===== src/shared/pgba_pkg.sv =====
// Constants and types for program page and data bank address formation.
// Assumes an APB master on pclk and a core sequencer issuing one-cycle requests.
//
// Notes on behaviour
// - Branch operands carry an 11-bit page offset
// - Branch page bits come from latch bits 4:3
// - Returns restore full 13-bit PC from stack
// - Up to 2K words: both page bits ignored
// - Up to 4K words: page bit 4 ignored
// - Bank controls live in status bits 7:5
// - Direct bank from high and low select
// - Indirect bank bit picks banks 0/1 or 2/3
// - Each bank spans 128 byte offsets
// - Last 16 bytes shared across all banks
// - Hot bank 0 registers mirrored in all banks
// - General RAM never reset
// - Some special registers reset, others keep contents
// - Register moves pass through accumulator, two cycles
// - Low byte write loads high bits from latch
// - Eight-entry wrapping return stack, no flags
package pgba_pkg;
	localparam int PC_W = 13;
	localparam int BRANCH_W = 11;
	localparam int OFFS_W = 7;
	localparam int DADDR_W = 9;
	localparam int STACK_DEPTH = 8;
	localparam int PAGE_WORDS = 2048;
	localparam int PROG_WORDS_MAX = 8192;
	localparam int COMMON_WORDS = 16;
	localparam logic [6:0] COMMON_BASE = 7'h70;
	localparam logic [6:0] BANK_TOP = 7'h7F;
	// Bank 0 registers seen at the same offset in every bank
	localparam int MIRROR_COUNT = 6;
	localparam logic [6:0] MIRROR_OFFS [MIRROR_COUNT] = '{7'h00, 7'h02, 7'h03, 7'h04, 7'h0A, 7'h0B};
	// Bank bit positions within the status register
	localparam int STAT_IND_BIT = 7;
	localparam int STAT_HIGH_BIT = 6;
	localparam int STAT_LOW_BIT = 5;
	// APB register byte addresses
	localparam logic [7:0] OFS_UPPER_PC_LATCH = 8'h00;
	localparam logic [7:0] OFS_STATUS = 8'h04;
	localparam logic [7:0] OFS_INDIRECT_PTR = 8'h08;
	localparam logic [7:0] OFS_PC = 8'h0C;
	localparam logic [7:0] OFS_ACC = 8'h10;
	localparam logic [7:0] OFS_MOVE_CTRL = 8'h14;
	localparam logic [7:0] OFS_MOVE_STAT = 8'h18;
	localparam logic [7:0] OFS_COMMON_RAM = 8'h40;
	// Move control fields
	localparam int MOVE_SRC_LSB = 0;
	localparam int MOVE_DST_LSB = 8;
	// Reset values
	localparam logic [4:0] RST_UPPER_PC_LATCH = 5'h00;
	localparam logic [2:0] RST_BANK_BITS = 3'h0;
	localparam logic [PC_W-1:0] RST_PC = 13'h0000;

	typedef enum logic [2:0] {
		MV_IDLE = 3'b001,
		MV_LOAD = 3'b010,
		MV_STORE = 3'b100
	} pgba_move_t;
endpackage : pgba_pkg


===== src/shared/pgba_stack_if.sv =====
// Interface between the address core and its return stack.
// Assumes push and pop are never both high in one cycle.
`timescale 1ns/1ps
interface pgba_stack_if;
	import pgba_pkg::*;
	logic push;
	logic pop;
	logic [PC_W-1:0] push_data;
	logic [PC_W-1:0] top;

	modport core (output push, output pop, output push_data, input top);
	modport stack (input push, input pop, input push_data, output top);
endinterface : pgba_stack_if


===== src/pgba_return_stack.sv =====
// Eight-entry return address stack with wrapping pointer.
// Assumes push and pop are single-cycle strobes on pclk.
`timescale 1ns/1ps
module pgba_return_stack #(
	parameter int DEPTH = pgba_pkg::STACK_DEPTH
) (
	input wire logic pclk,
	input wire logic presetn,
	pgba_stack_if.stack stk
);
	import pgba_pkg::*;

	localparam int PTR_W = $clog2(DEPTH);

	logic [PC_W-1:0] entries [DEPTH];
	logic [PTR_W-1:0] ptr;
	wire [PTR_W-1:0] ptr_below = ptr - 1'b1;

	assign stk.top = entries[ptr_below];

	// Pointer wraps silently; ninth push overwrites the oldest entry
	always_ff @(posedge pclk or negedge presetn) begin
		if (!presetn) begin
			ptr <= '0;
		end else if (stk.push) begin
			ptr <= ptr + 1'b1;
		end else if (stk.pop) begin
			ptr <= ptr_below;
		end
	end

	always_ff @(posedge pclk) begin
		if (stk.push) begin
			entries[ptr] <= stk.push_data;
		end
	end
endmodule : pgba_return_stack


===== src/pgba_addr_core.sv =====
// Program counter paging and data bank address formation with APB registers.
// Assumes the sequencer raises at most one program request per cycle.
//
// The implementer's own choices: the APB interface to the registers and the register offsets.
`timescale 1ns/1ps
module pgba_addr_core #(
	parameter int PROG_WORDS = pgba_pkg::PROG_WORDS_MAX,
	parameter bit HAS_COMMON_RAM = 1'b1
) (
	input wire logic pclk,
	input wire logic presetn,
	input wire logic psel,
	input wire logic penable,
	input wire logic pwrite,
	input wire logic [7:0] paddr,
	input wire logic [31:0] pwdata,
	output logic [31:0] prdata,
	output logic pready,
	output logic pslverr,
	input wire logic seq_step,
	input wire logic jump_req,
	input wire logic call_req,
	input wire logic ret_req,
	input wire logic pcl_write_req,
	input wire logic [pgba_pkg::BRANCH_W-1:0] branch_target,
	input wire logic [7:0] pcl_data,
	input wire logic data_req,
	input wire logic data_indirect,
	input wire logic [pgba_pkg::OFFS_W-1:0] data_offset,
	output logic [pgba_pkg::PC_W-1:0] prog_addr,
	output logic [pgba_pkg::DADDR_W-1:0] data_addr,
	output logic data_addr_valid,
	output logic move_busy
);
	import pgba_pkg::*;

	// =====================================================
	// Helpers
	// =====================================================
	// Ignored page bits stay stored; only branch formation drops them
	function automatic logic [1:0] page_bits(input logic [4:0] latch);
		logic [1:0] pg;
		pg = latch[4:3];
		if (PROG_WORDS <= PAGE_WORDS) begin
			pg = 2'b00;
		end else if (PROG_WORDS <= 2 * PAGE_WORDS) begin
			pg[1] = 1'b0;
		end
		return pg;
	endfunction : page_bits

	function automatic logic is_mirrored(input logic [OFFS_W-1:0] offs);
		logic hit;
		hit = 1'b0;
		for (int k = 0; k < MIRROR_COUNT; k++) begin
			if (offs == MIRROR_OFFS[k]) begin
				hit = 1'b1;
			end
		end
		return hit;
	endfunction : is_mirrored

	// Shared tail and mirrored registers always resolve to bank 0
	function automatic logic [DADDR_W-1:0] form_addr(input logic [1:0] bank, input logic [OFFS_W-1:0] offs);
		logic [1:0] b;
		b = bank;
		if (HAS_COMMON_RAM && offs >= COMMON_BASE && offs <= BANK_TOP) begin
			b = 2'b00;
		end
		if (is_mirrored(offs)) begin
			b = 2'b00;
		end
		return {b, offs};
	endfunction : form_addr

	// =====================================================
	// State
	// =====================================================
	logic [4:0] upper_pc_latch;
	logic bank_select_low;
	logic bank_select_high;
	logic indirect_bank_select;
	logic [7:0] indirect_pointer_register;
	logic [7:0] working_accumulator;
	logic [PC_W-1:0] pc;
	logic [7:0] common_ram [COMMON_WORDS];
	pgba_move_t move_state;
	logic [3:0] move_src;
	logic [3:0] move_dst;

	pgba_stack_if stk ();

	// Returns restore all 13 bits; the latch is never consulted
	pgba_return_stack #(
		.DEPTH(STACK_DEPTH)
	) u_stack (
		.pclk(pclk),
		.presetn(presetn),
		.stk(stk)
	);

	// =====================================================
	// APB decode
	// =====================================================
	wire apb_setup = psel && !penable;
	wire apb_done = psel && penable && pready;
	wire apb_wr = apb_done && pwrite;
	wire sel_latch = paddr == OFS_UPPER_PC_LATCH;
	wire sel_status = paddr == OFS_STATUS;
	wire sel_iptr = paddr == OFS_INDIRECT_PTR;
	wire sel_pc = paddr == OFS_PC;
	wire sel_acc = paddr == OFS_ACC;
	wire sel_mctl = paddr == OFS_MOVE_CTRL;
	wire sel_mstat = paddr == OFS_MOVE_STAT;
	wire sel_ram = paddr[7:6] == OFS_COMMON_RAM[7:6] && paddr[1:0] == 2'b00;
	wire [3:0] ram_idx = paddr[5:2];
	wire addr_ok = sel_latch || sel_status || sel_iptr || sel_pc || sel_acc ||
		sel_mctl || sel_mstat || sel_ram;
	wire mv_idle = move_state == MV_IDLE;
	wire move_start = apb_wr && sel_mctl && mv_idle;

	logic [31:0] read_mux;
	always_comb begin
		read_mux = 32'h0000_0000;
		if (sel_latch) begin
			read_mux[4:0] = upper_pc_latch;
		end
		if (sel_status) begin
			read_mux[STAT_IND_BIT] = indirect_bank_select;
			read_mux[STAT_HIGH_BIT] = bank_select_high;
			read_mux[STAT_LOW_BIT] = bank_select_low;
		end
		if (sel_iptr) begin
			read_mux[7:0] = indirect_pointer_register;
		end
		if (sel_pc) begin
			read_mux[PC_W-1:0] = pc;
		end
		if (sel_acc) begin
			read_mux[7:0] = working_accumulator;
		end
		if (sel_mctl) begin
			read_mux[MOVE_SRC_LSB +: 4] = move_src;
			read_mux[MOVE_DST_LSB +: 4] = move_dst;
		end
		if (sel_mstat) begin
			read_mux[0] = !mv_idle;
		end
		if (sel_ram) begin
			read_mux[7:0] = common_ram[ram_idx];
		end
	end

	// One wait-free access phase: pready rises for the cycle after setup
	always_ff @(posedge pclk or negedge presetn) begin
		if (!presetn) begin
			pready <= 1'b0;
			pslverr <= 1'b0;
			prdata <= 32'h0000_0000;
		end else begin
			pready <= apb_setup;
			pslverr <= apb_setup && !addr_ok;
			if (apb_setup) begin
				prdata <= pwrite ? 32'h0000_0000 : read_mux;
			end
		end
	end

	// =====================================================
	// Core registers
	// =====================================================
	always_ff @(posedge pclk or negedge presetn) begin
		if (!presetn) begin
			upper_pc_latch <= RST_UPPER_PC_LATCH;
			{indirect_bank_select, bank_select_high, bank_select_low} <= RST_BANK_BITS;
		end else if (apb_wr && sel_latch) begin
			upper_pc_latch <= pwdata[4:0];
		end else if (apb_wr && sel_status) begin
			indirect_bank_select <= pwdata[STAT_IND_BIT];
			bank_select_high <= pwdata[STAT_HIGH_BIT];
			bank_select_low <= pwdata[STAT_LOW_BIT];
		end
	end

	// Pointer and accumulator keep their contents across reset
	always_ff @(posedge pclk) begin
		if (apb_wr && sel_iptr) begin
			indirect_pointer_register <= pwdata[7:0];
		end
	end

	// =====================================================
	// Program counter
	// =====================================================
	wire [PC_W-1:0] pc_inc = pc + 1'b1;
	wire [PC_W-1:0] branch_pc = {page_bits(upper_pc_latch), branch_target};
	wire [PC_W-1:0] pcl_pc = {upper_pc_latch, pcl_data};
	// Priority: return, branch, low-byte write, step
	wire take_ret = ret_req;
	wire take_branch = !ret_req && (call_req || jump_req);
	wire take_pcl = !ret_req && !call_req && !jump_req && pcl_write_req;
	wire take_step = !ret_req && !call_req && !jump_req && !pcl_write_req && seq_step;

	logic [PC_W-1:0] next_pc;
	always_comb begin
		next_pc = pc;
		if (take_ret) begin
			next_pc = stk.top;
		end else if (take_branch) begin
			next_pc = branch_pc;
		end else if (take_pcl) begin
			next_pc = pcl_pc;
		end else if (take_step) begin
			next_pc = pc_inc;
		end
	end

	assign stk.push = take_branch && call_req;
	assign stk.pop = ret_req;
	assign stk.push_data = pc_inc;

	always_ff @(posedge pclk or negedge presetn) begin
		if (!presetn) begin
			pc <= RST_PC;
			prog_addr <= RST_PC;
		end else begin
			pc <= next_pc;
			prog_addr <= next_pc;
		end
	end

	// =====================================================
	// Data address
	// =====================================================
	// Indirect pair from the status bit, bank within it from pointer bit 7
	wire [1:0] direct_bank = {bank_select_high, bank_select_low};
	wire [1:0] indirect_bank = {indirect_bank_select, indirect_pointer_register[7]};
	wire [OFFS_W-1:0] eff_offset = data_indirect ? indirect_pointer_register[OFFS_W-1:0] : data_offset;
	wire [1:0] eff_bank = data_indirect ? indirect_bank : direct_bank;
	wire [DADDR_W-1:0] next_data_addr = form_addr(eff_bank, eff_offset);

	always_ff @(posedge pclk or negedge presetn) begin
		if (!presetn) begin
			data_addr <= '0;
			data_addr_valid <= 1'b0;
		end else begin
			data_addr_valid <= data_req;
			if (data_req) begin
				data_addr <= next_data_addr;
			end
		end
	end

	// =====================================================
	// Register move through the accumulator
	// =====================================================
	pgba_move_t next_move_state;
	always_comb begin
		next_move_state = move_state;
		unique case (move_state)
			MV_IDLE: begin
				if (move_start) begin
					next_move_state = MV_LOAD;
				end
			end
			MV_LOAD: begin
				next_move_state = MV_STORE;
			end
			MV_STORE: begin
				next_move_state = MV_IDLE;
			end
			default: begin
				next_move_state = MV_IDLE;
			end
		endcase
	end

	always_ff @(posedge pclk or negedge presetn) begin
		if (!presetn) begin
			move_state <= MV_IDLE;
			move_busy <= 1'b0;
			move_src <= 4'h0;
			move_dst <= 4'h0;
		end else begin
			move_state <= next_move_state;
			move_busy <= next_move_state != MV_IDLE;
			if (move_start) begin
				move_src <= pwdata[MOVE_SRC_LSB +: 4];
				move_dst <= pwdata[MOVE_DST_LSB +: 4];
			end
		end
	end

	always_ff @(posedge pclk) begin
		if (move_state == MV_LOAD) begin
			working_accumulator <= common_ram[move_src];
		end
	end

	// Shared RAM has no reset; the move engine owns it while busy
	always_ff @(posedge pclk) begin
		if (move_state == MV_STORE) begin
			common_ram[move_dst] <= working_accumulator;
		end else if (apb_wr && sel_ram && mv_idle) begin
			common_ram[ram_idx] <= pwdata[7:0];
		end
	end
endmodule : pgba_addr_core


===== config.mk =====
export PLATFORM = sky130hd
export DESIGN_NAME = pgba_addr_core
export DESIGN_NICKNAME = d
export VERILOG_FILES = /design/src/shared/pgba_pkg.sv /design/src/shared/pgba_stack_if.sv /design/src/pgba_return_stack.sv /design/src/pgba_addr_core.sv
export SDC_FILE = /design/constraint.sdc
export NUM_CORES = 1
export LEC_CHECK = 0
export BUFFER_PORTS_ARGS = -buffer_cell sky130_fd_sc_hd__buf_2
export CAP_MARGIN = 20
export CELL_PAD_IN_SITES_DETAIL_PLACEMENT = 1
export CELL_PAD_IN_SITES_GLOBAL_PLACEMENT = 1
export CORE_MARGIN = 3
export CORE_UTILIZATION = 50
export CTS_BUF_LIST = sky130_fd_sc_hd__clkbuf_16
export CTS_CLUSTER_DIAMETER = 200
export DETAILED_ROUTE_END_ITERATION = 7
export GPL_ROUTABILITY_DRIVEN = 0
export GPL_TIMING_DRIVEN = 0
export PLACE_DENSITY_LB_ADDON = 0.1
export SYNTH_ARGS = -nofsm -noshare
export SYNTH_HDL_FRONTEND = slang
export SYNTH_HIERARCHICAL = 1
export SYNTH_SLANG_ARGS = --single-unit
export TNS_END_PERCENT = 30

===== constraint.sdc =====
create_clock -name pclk -period 3.1 [get_ports pclk]
set_input_delay 0.62 -clock pclk [delete_from_list [all_inputs] [get_ports pclk]]
set_output_delay 0.62 -clock pclk [all_outputs]
set_load 0.01 [all_outputs]

; ---- Word-level counts from Yosys, hierarchy flattened
; Memories as Yosys holds them, arrays and structs flattened. A register that Yosys moved wholly into a read port is not among the register bits.
; Cells that the tools add are included.
[classes]
n_addsub = 3
multipliers = 0
n_div = 0
magnitude_cmp = 2
n_eq_ne = 16
shift = 0
n_mux = 38
n_bitwise = 1
n_reduce_logical = 43
[op_table]
columns = op, n
row1 = two-way mux 13 bit, 6
row2 = two-way mux 8 bit, 4
row3 = "== test 8 x 5 -> 1 bit, second input constant", 3
row4 = logical AND 1 bit, 21
row5 = "== test 8 x 4 -> 1 bit, second input constant", 2
row6 = two-way mux 1 bit, 15
row7 = "== test 7 x 2 -> 1 bit, second input constant", 2
row8 = "== test 7 x 4 -> 1 bit, second input constant", 2
row9 = "adder 13 x 1 -> 13 bit, second input constant", 1
row10 = two-way mux 3 bit, 4
row11 = two-way mux 4 bit, 3
row12 = "== test 8 x 3 -> 1 bit, second input constant", 1
row13 = zero test 8 bit, 1
row14 = logical OR 1 bit, 8
row15 = OR reduction 8 bit, 1
row16 = "== test 7 x 3 -> 1 bit, second input constant", 1
row17 = ">= comparator 7 bit, second input constant", 1
row18 = "less-or-equal comparator 7 bit, second input constant", 1
row19 = zero test 1 bit, 7
row20 = zero test 7 bit, 1
row21 = two-way mux 7 bit, 1
row22 = two-way mux 2 bit, 3
row23 = one-hot mux 3 bit (2 select lines), 1
row24 = two-way mux 5 bit, 1
row25 = 12 further kinds, 12
[totals]
register_bits = 88
latch_bits = 0
ram_bits = 232
mem_bits_ro = 0
in_bits = 78
out_inout_bits = 58
wordCells = 121
mem_count = 2
[memory_table]
columns = name, depth, width, read_ports, rd_clocked_by_memory_dff, wr, line_no
row1 = common_ram, 16, 8, 2, 1, 1, pgba_addr_core.sv:86  ; logic [7:0] common_ram [COMMON_WORDS];
row2 = u_stack.entries, 8, 13, 1, 0, 1, pgba_return_stack.sv:15  ; logic [PC_W-1:0] entries [DEPTH];

; ---- Longest topological paths before layout
; Gate-level depths: netlist of run 1.
[depth]
ltp_word = 10
mapped_depth = 13
ltp_nobuf = 10

; ---- Hierarchy
; Netlist of run 1, hierarchy kept.
[by_module_without_submodules]
columns = module, n_inst, cells_each, area_per_inst_um2
row1 = pgba_addr_core, 1, 712, 10191.0
row2 = pgba_return_stack, 1, 267, 4377.9

; ---- Worst setup path before layout of run 1
; Ideal clock, no wire load.
[synth_path]
kind = input-to-reg
from = input paddr[1]
to = memory common_ram[11][0], enable pin
setup_time_ns = 0.383
t_arrival_ns = 2.600
required_ns = 2.717
setup_slack_ns = 0.116
stages = 7
path_buffers = 2
path_cell_list = or4b_1 > buf_2 > or3_4 > buf_6 > nor2_1 > a31oi_1 > nor3_1
[synth_between]
elab_chain_len = 9
word_cells_on_any_way = 10
[synth_rtl]
columns = item, line_no
row1 = from (decl), pgba_addr_core.sv:15  ; input wire logic [7:0] paddr,
row2 = zero test 2 bit (*), pgba_addr_core.sv:115  ; wire sel_ram = paddr[7:6] == OFS_COMMON_RAM[7:6] && paddr[1:0] == 2'b00;
row3 = logical AND 1 bit (*), pgba_addr_core.sv:115
row4 = logical AND 1 bit (*) (2 in a row), pgba_addr_core.sv:304  ; end else if (apb_wr && sel_ram && mv_idle) begin
row5 = two-way mux 1 bit (*), pgba_addr_core.sv:304
row6 = two-way mux 1 bit (*), pgba_addr_core.sv:302  ; if (move_state == MV_STORE) begin
row7 = two-way mux 1 bit (not written as such) (*), pgba_addr_core.sv:305  ; common_ram[ram_idx] <= pwdata[7:0];
row8 = OR reduction 8 bit (no line), --
row9 = two-way mux 4 bit (no line) / two-way mux 1 bit (equally long branches), --
row10 = to (decl), pgba_addr_core.sv:86
; Mark *: on every way between the ends. The rest lies on a longest branch, timed or not.

; ---- Final worst setup path of run 1
[layout_path]
from = register move_state[0]
to = memory common_ram[14][0], enable pin
[layout_between]
elab_chain_len = 7
word_cells_on_any_way = 11
[layout_rtl]
columns = item, line_no
row1 = from (decl), pgba_addr_core.sv:87  ; pgba_move_t move_state;
row2 = from (signal assigned), pgba_addr_core.sv:285  ; move_state <= next_move_state;
row3 = == test 3 x 1 -> 1 bit, pgba_addr_core.sv:119  ; wire mv_idle = move_state == MV_IDLE;
row4 = logical AND 1 bit, pgba_addr_core.sv:304
row5 = two-way mux 1 bit, pgba_addr_core.sv:304
row6 = two-way mux 1 bit, pgba_addr_core.sv:302
row7 = two-way mux 1 bit (not written as such), pgba_addr_core.sv:305
row8 = OR reduction 8 bit (no line), --
row9 = two-way mux 4 bit (no line) / two-way mux 1 bit (equally long branches), --
; Several ways; a longest one is shown, not always the timed one.

==> results of run 1 <==
-- metal layers --
metal  vias up  share of wire, %  GRT usage, %
li1       4177                 -             -
met1      5148                41          41.9
met2       581                45          45.0
met3        90                12          9.74
met4         0               2.4          7.07
met5         -                 0             0
-- worst register-to-register path: stages (launching register included) --
cell and delay (ns):
dfstp_2 0.57, or3b_2 0.50, or3_4 0.41, buf_6 0.15, nor2_1 0.10, a31oi_1 0.15
nor3_2 0.74, buf_6 0.24
-- state kept, by name, summed over array words and instances (netlist names) --
signal and flops:
indirect_bank_select 1, pready 1, working_accumulator 8, upper_pc_latch 5, common_ram 128, bank_select_high 1, move_dst 4, bank_select_low 1
move_src 4, indirect_pointer_register 8, move_state 3, pc 13, u_stack/entries 104, prdata 13, u_stack/ptr 3, data_addr_valid 1
pslverr 1, data_addr 9, move_busy 1
-- what timing repair did --
| item | 4_1_cts | 5_1_grt |
|---|---|---|
| setup buffers | 1 | 0 |
| gates resized for setup | 13 | 9 |
| setup endpoints to repair | 30 | 39 |
| pin swaps | 1 | 0 |
-- stage by stage --
| step | util (%) | cells |
|---|---|---|
| 6_report | 60.2 | 1547 |
| 3_3_place_gp | 55.2 | 1468 |
| 2_1_floorplan | - | 997 |
| 4_1_cts | 60.0 | 1547 |
| 3_5_place_dp | 56.1 | 1486 |
| 5_1_grt | 60.2 | 1547 |
-- cells by family (layout without fill, tap and decap cells) --
logic type | after synthesis | in the layout | share of synthesized area (%)
AOI/OAI and AO/OA | 127 | 127 | 6.11
DFF | 309 | 309 | 61.6
muxes | 172 | 172 | 18.3
and+or+nand+nor | 249 | 249 | 8.90
other | 1 | 19 | 0.0257
adders and majority gates | 3 | 3 | 0.258
buffers and inverters | 100 | 272 | 3.65
xor gates and xnor gates | 18 | 18 | 1.19
-- layout make-up --
cell class | instances | share of cell area (%)
flip-flops and latches | 309 | 52.8
multi-input cells | 588 | 31.0
clock buffers | 37 | 5.45
repair buffers | 113 | 4.02
plain buffers | 85 | 2.91
well taps | 378 | 2.78
clock inverters | 23 | 0.699
inverters | 14 | 0.339
-- report_power, final --
group | internal, mW | total (mW) | switching, mW
clock network | 2.22 | 3.81 | 1.59
logic | 1.47 | 4.10 | 2.63
registers | 4.99 | 5.23 | 0.239
total | 8.67 | 13.1 | 4.47
-- final timing paths --
check | end | slack [ns] | start
setup reg to reg | common_ram[14][0]$_DFFE_PP_ | -0.07 | move_state[0]$_DFF_PN1_
min in group pclk | data_addr_valid$_DFF_PN0_ | 0.23 | data_req
hold reg to reg | prdata[5]$_DFFE_PN0P_ | 0.49 | prdata[5]$_DFFE_PN0P_
max in group asynchronous | u_stack/ptr[0]$_DFFE_PN0P_ | 2.31 | presetn
setup / recovery | common_ram[14][0]$_DFFE_PP_ | -0.07 | move_state[0]$_DFF_PN1_
hold / removal | pc[1]$_DFFE_PN0P_ | 0.21 | presetn
-- cells in the final DEF (no fill, tap or decap), drive strengths merged, types with 14 or more instances in the layout --
| cell | instances |
|---|---|
| buf | 170 |
| nand2 | 44 |
| mux2 | 31 |
| conb | 19 |
| nor2 | 51 |
| nor3 | 20 |
| nand3 | 71 |
| a21oi | 22 |
| clkbuf | 65 |
| edfxtp | 248 |
| and4 | 14 |
| mux2i | 69 |
| a31oi | 17 |
| o22ai | 14 |
| mux4 | 72 |
| dfrtp | 60 |
| inv | 26 |
| o21ai | 23 |
==> flow_metrics.env, run 1 <==
export IMPL_worst_path_max_delay_cell="nor3_2"
export IMPL_crit_family="simple AND/OR/NAND/NOR gates"
export IMPL_drt_iter0_markers=1094
export IMPL_ctsHoldBuffers=0
export IMPL_ys_top_cells_by_area="edfxtp_1, mux4_2, dfrtp_1, mux2i_1, nand3_1"
export IMPL_routed_via_density=6.46
export IMPL_grt_max_degree=62
export IMPL_wl_per_cell_um=29.9
export IMPL_dp_worst_setup_slack_ns=-0.690
export IMPL_yosysMostFrequentCell="edfxtp_1"
export IMPL_synth_avg_cell_area_um2=14.9
export IMPL_cts_root_buf="clkbuf_16"
export IMPL_routed_wl_um=46200
export IMPL_synth_commonest_cells="edfxtp_1, mux4_2, nand3_1"
export IMPL_worstPathCellList="or3b_2 > or3_4 > buf_6 > nor2_1 > a31oi_1 > nor3_2 > buf_6"
export IMPL_period_needed_ns=3.17
export IMPL_drc=0
export IMPL_ys_flop_type="edfxtp_1"
export IMPL_synthCells=979
export IMPL_cp_max_fo=10
export IMPL_antennaDiodeCount=0
export IMPL_die_h_um=177
export IMPL_core_um2=28200
export IMPL_max_slew_margin_pct=31.4
export IMPL_hold_ws_ns=0.206
export IMPL_numPortBuffers=93
export IMPL_ys_seq_elements=309
export IMPL_total_power_mw=13.1
export IMPL_rsz0062_at_grt="true"
export IMPL_multiInputGateArea_um2=5270
export IMPL_placed_area_um2=15800
export IMPL_area_growth_syn_to_layout_pct=16.7
export IMPL_routed_via_count=9996
export IMPL_cts_tree="yes"
export IMPL_overflow=0
export IMPL_max_stage_delay_ns=0.74
export IMPL_dr_pass1_iters=5
export IMPL_cts_buffers=35
export IMPL_antenna_left=0
export IMPL_ff_latch_area_um2=8980
export IMPL_failed_checks="setup timing"
export IMPL_cp_common_cell="buf_6"
export IMPL_synth_top_cell_area_share_pct=51.1
export IMPL_leakagePower_nw=6.19
export IMPL_final_nets=1227
export IMPL_synth_largest_area_cell="edfxtp_1"
export IMPL_clk_pin_slew_worst_paths_ns=0.06
export IMPL_dp_final_hpwl_um=32600
export IMPL_fillers=2690
export IMPL_synth_seq_area_share_pct=61.6
export IMPL_tightest_slew_ns=1.03
export IMPL_synthesis_area_um2=14600
export IMPL_antenna_found_initial=0
export IMPL_cp_end_kind="flip-flop"
export IMPL_min_path_type="primary input to asynchronous set/reset pin"
export IMPL_fin_ws_ns=-0.0720
export IMPL_drive_gt1_share_pct=29.9
export IMPL_cp_required_ns=3.31
export IMPL_htree_levels=2
export IMPL_cellPowerDensity_nw_per_um2=773
export IMPL_clk_latency_ns=0.51
export IMPL_finalSetupTns_ns=-0.249
export IMPL_rows=61
export IMPL_async_flop_share_pct=19.7
export IMPL_clk_path_buf_depth=3
export IMPL_ioPinCount=136
export IMPL_setup_viol=4
export IMPL_worstPathArrival_ns=3.38
export IMPL_die_x_um=177
export IMPL_cp_start_kind="flip-flop"
export IMPL_cts_sinks=309
export IMPL_drv_cap=0
export IMPL_path_class="flip-flop to flip-flop"
export IMPL_maxSlewViolCount=0
export IMPL_synth_edf_count=248
export IMPL_yosysWarnings=6
export IMPL_ff2ff_path_depth=7
export IMPL_initial_core_util_pct=51.6
export IMPL_status="finished with violations"
export IMPL_final_hold_violation_count=0
export IMPL_fin_crit_sh_pct=102
export IMPL_fin_area_um2=17000
export IMPL_path_buf_inv=2
export IMPL_grt_first_pass_wirelength_um=67300
export IMPL_die_area_um2=31200
export IMPL_peakVddDrop_v=0.000476
export IMPL_fmax_mhz=315
export IMPL_first_global_vias=10100
export IMPL_synthDistinctLibCells=68
export IMPL_grt_usage_pct=29.6
export IMPL_clock_skew_ns=0.0197
export IMPL_cp_depth=7
No activity file was read; power rests on OpenSTA's default activity.
==> run 2: changes to the inputs <==
--- a/config.mk
+++ b/config.mk
@@ -5,12 +5,13 @@
 export SDC_FILE = /design/constraint.sdc
 export NUM_CORES = 1
 export LEC_CHECK = 0
+export ABC_AREA = 1
 export BUFFER_PORTS_ARGS = -buffer_cell sky130_fd_sc_hd__buf_2
 export CAP_MARGIN = 20
 export CELL_PAD_IN_SITES_DETAIL_PLACEMENT = 1
 export CELL_PAD_IN_SITES_GLOBAL_PLACEMENT = 1
 export CORE_MARGIN = 3
-export CORE_UTILIZATION = 50
+export CORE_UTILIZATION = 46
 export CTS_BUF_LIST = sky130_fd_sc_hd__clkbuf_16
 export CTS_CLUSTER_DIAMETER = 200
 export DETAILED_ROUTE_END_ITERATION = 7
==> flow_metrics.env, run 2 <==
export IMPL_status="finished clean"
export IMPL_layout_common_cells="nand2_1, edfxtp_1, inv_1, nor2_1, nand3_1"
export IMPL_clock_skew_ns=0.0283
export IMPL_async_flop_share_pct=19.7
export IMPL_tightest_slew_ns=1.15
export IMPL_first_global_vias=13600
export IMPL_htree_levels=2
export IMPL_leakagePower_nw=8.02
export IMPL_final_hold_violation_count=0
export IMPL_numPortBuffers=94
export IMPL_yosysWarnings=6
export IMPL_rsz0062_at_grt="false"
export IMPL_synth_seq_area_share_pct=58.1
export IMPL_ctsHoldBuffers=0
export IMPL_synthCells=1741
export IMPL_peakVddDrop_v=0.000457
export IMPL_final_nets=1986
export IMPL_cellPowerDensity_nw_per_um2=732
export IMPL_cp_common_cell="buf_2"
export IMPL_max_slew_margin_pct=23.4
export IMPL_synth_top_cell_area_share_pct=48.2
export IMPL_critPathLaunch="paddr[1]"
export IMPL_reg2reg_to="common_ram[0][6]$_DFFE_PP_"
export IMPL_antenna_left=0
export IMPL_clk_pin_slew_worst_paths_ns=0.06
export IMPL_drc=0
export IMPL_fin_crit_sh_pct=95.9
export IMPL_placed_area_um2=16700
export IMPL_cp_endpoint="common_ram[0][6]$_DFFE_PP_"
export IMPL_utilization_pct=54.4
export IMPL_routed_via_density=5.52
export IMPL_cp_max_fo=10
export IMPL_core_um2=32800
export IMPL_synth_edf_count=248
export IMPL_cts_root_buf="clkbuf_16"
export IMPL_clk_path_buf_depth=3
export IMPL_antenna_found_initial=0
export IMPL_path_class="primary input to flip-flop"
export IMPL_ioPinCount=136
export IMPL_routed_via_count=13100
export IMPL_cts_tree="yes"
export IMPL_final_cells=2372
export IMPL_grt_first_pass_wirelength_um=80400
export IMPL_cts_buffers=36
export IMPL_cp_end_kind="flip-flop"
export IMPL_initial_core_util_pct=47.1
export IMPL_ys_top_cells_by_area="edfxtp_1, nand2_1, dfrtp_1, inv_1, nor2_1"
export IMPL_synth_avg_cell_area_um2=8.88
export IMPL_wl_per_cell_um=22.7
export IMPL_fmax_mhz=337
export IMPL_grt_max_degree=62
export IMPL_finalSetupTns_ns=0
export IMPL_synth_commonest_cells="nand2_1, edfxtp_1, inv_1"
export IMPL_routed_wl_um=53700
export IMPL_die_x_um=189
export IMPL_max_stage_delay_ns=0.63
export IMPL_area_growth_syn_to_layout_pct=15.4
export IMPL_synthesis_area_um2=15500
export IMPL_synth_largest_area_cell="edfxtp_1"
export IMPL_ys_seq_elements=309
export IMPL_worstPathArrival_ns=3.20
export IMPL_cts_setup_buffers=0
export IMPL_drv_cap=0
export IMPL_ff2ff_path_depth=8
export IMPL_die_h_um=189
export IMPL_place_inst=2309
export IMPL_clk_latency_ns=0.53
export IMPL_rows=66
export IMPL_cp_start_kind="primary input"
export IMPL_drt_iter0_markers=1189
export IMPL_largest_register_ff_count=128
export IMPL_grt_usage_pct=29.7
export IMPL_largest_register="common_ram"
export IMPL_die_area_um2=35800
export IMPL_final_common_cell="nand2_1"
export IMPL_dp_final_hpwl_um=38100
export IMPL_regToRegStartpoint="pready$_DFF_PN0_"
export IMPL_ctsResizeCount=0
export IMPL_dp_worst_setup_slack_ns=-0.310
export IMPL_overflow=0
export IMPL_cts_sinks=309
export IMPL_synthDistinctLibCells=50
export IMPL_rrSetupSlack_ns=0.18
export IMPL_maxSlewViolCount=0
export IMPL_yosysMostFrequentCell="nand2_1"
export IMPL_cp_required_ns=3.33
export IMPL_fin_ws_ns=0.128
export IMPL_ys_flop_type="edfxtp_1"
export IMPL_setup_viol=0
export IMPL_period_needed_ns=2.97
export IMPL_worst_path_max_delay_cell="nor3_1"
export IMPL_dr_pass1_iters=5
export IMPL_min_path_type="primary input to asynchronous set/reset pin"
export IMPL_worstPathCellList="buf_2 > nor2_2 > inv_2 > nor3_4 > nand2_4 > buf_6 > nand2_1 > inv_1 > nor3_1 > buf_2"
export IMPL_fin_area_um2=17800
export IMPL_antennaDiodeCount=0
export IMPL_largestRegisters="common_ram: 128 flops, u_stack/entries: 104 flops"
export IMPL_drive_gt1_share_pct=13.0
-- run 2: cell types whose count changed in the layout (fill, tap and decap cells not counted), sizes merged, moves of 49 or more --
cell	delta
nand2	+405
mux4	-72
nor2	+170
nand3	+61
o21ai	+92
inv	+223
mux2i	-49
-- run 2: worst max-delay path, delay by kind of cell --
family / cells / cell delay, ns
buffers and inverters: 5 / 0.93
and+or+nand+nor: 5 / 1.63
-- run 2: where the power goes --
part,switching (mW),internal (mW)
combinational,2.65,1.07
sequential,0.256,4.97
clock,1.70,2.40
-- run 2: through the flow --
step / hold WS (ns) / total power, mW
floorplan: 0.324 / 7.46
global placement: 0.459 / 8.88
detailed placement: 0.464 / 8.99
CTS: 0.227 / 13.1
global route: 0.228 / 13.6
finish: 0.216 / 13.1
-- run 2: kinds of logic (layout without fill, tap and decap cells) --
group / count (synthesis) / in the layout / synth area share (%)
adders and majority gates: 3 / 3 / 0.243
other: 1 / 19 / 0.0243
xor gates and xnor gates: 9 / 9 / 0.559
AOI/OAI and AO/OA: 235 / 235 / 8.47
muxes: 20 / 20 / 1.30
and+or+nand+nor: 829 / 829 / 22.1
buffers and inverters: 335 / 506 / 9.28
DFF: 309 / 309 / 58.1
-- run 2: worst min path at each step --
stage / cells past startpoint / from / to / slack, ns
floorplan: 0 / presetn / bank_select_high$_DFFE_PN0P_ / 0.32
global placement: 2 / data_addr[3]$_DFFE_PN0P_ / data_addr[3]$_DFFE_PN0P_ / 0.46
detailed placement: 2 / prdata[2]$_DFFE_PN0P_ / prdata[2]$_DFFE_PN0P_ / 0.46
CTS: 1 / presetn / prdata[6]$_DFFE_PN0P_ / 0.23
global route: 1 / data_req / data_addr_valid$_DFF_PN0_ / 0.23
finish: 1 / presetn / prdata[6]$_DFFE_PN0P_ / 0.22
-- run 2: layout make-up --
| class | count | area [µm²] |
|---|---|---|
| Multi-Input combinational cell | 1115 | 5150 |
| Timing Repair Buffer | 108 | 607 |
| Fill cell | 3867 | 14900 |
| Clock inverter | 26 | 191 |
| Buffer | 93 | 523 |
| Sequential cell | 309 | 8970 |
| Clock buffer | 37 | 926 |
| Inverter | 242 | 911 |
| Tap cell | 442 | 553 |
-- run 2: routing by layer --
| layer | global-route usage (%) | vias up | part of all wire (%) |
|---|---|---|---|
| met5 | 0 | - | 0 |
| met4 | 13.8 | 0 | 4.8 |
| met3 | 3.85 | 127 | 6.6 |
| met2 | 49.8 | 536 | 48 |
| met1 | 38.5 | 6456 | 41 |
| li1 | - | 5970 | - |
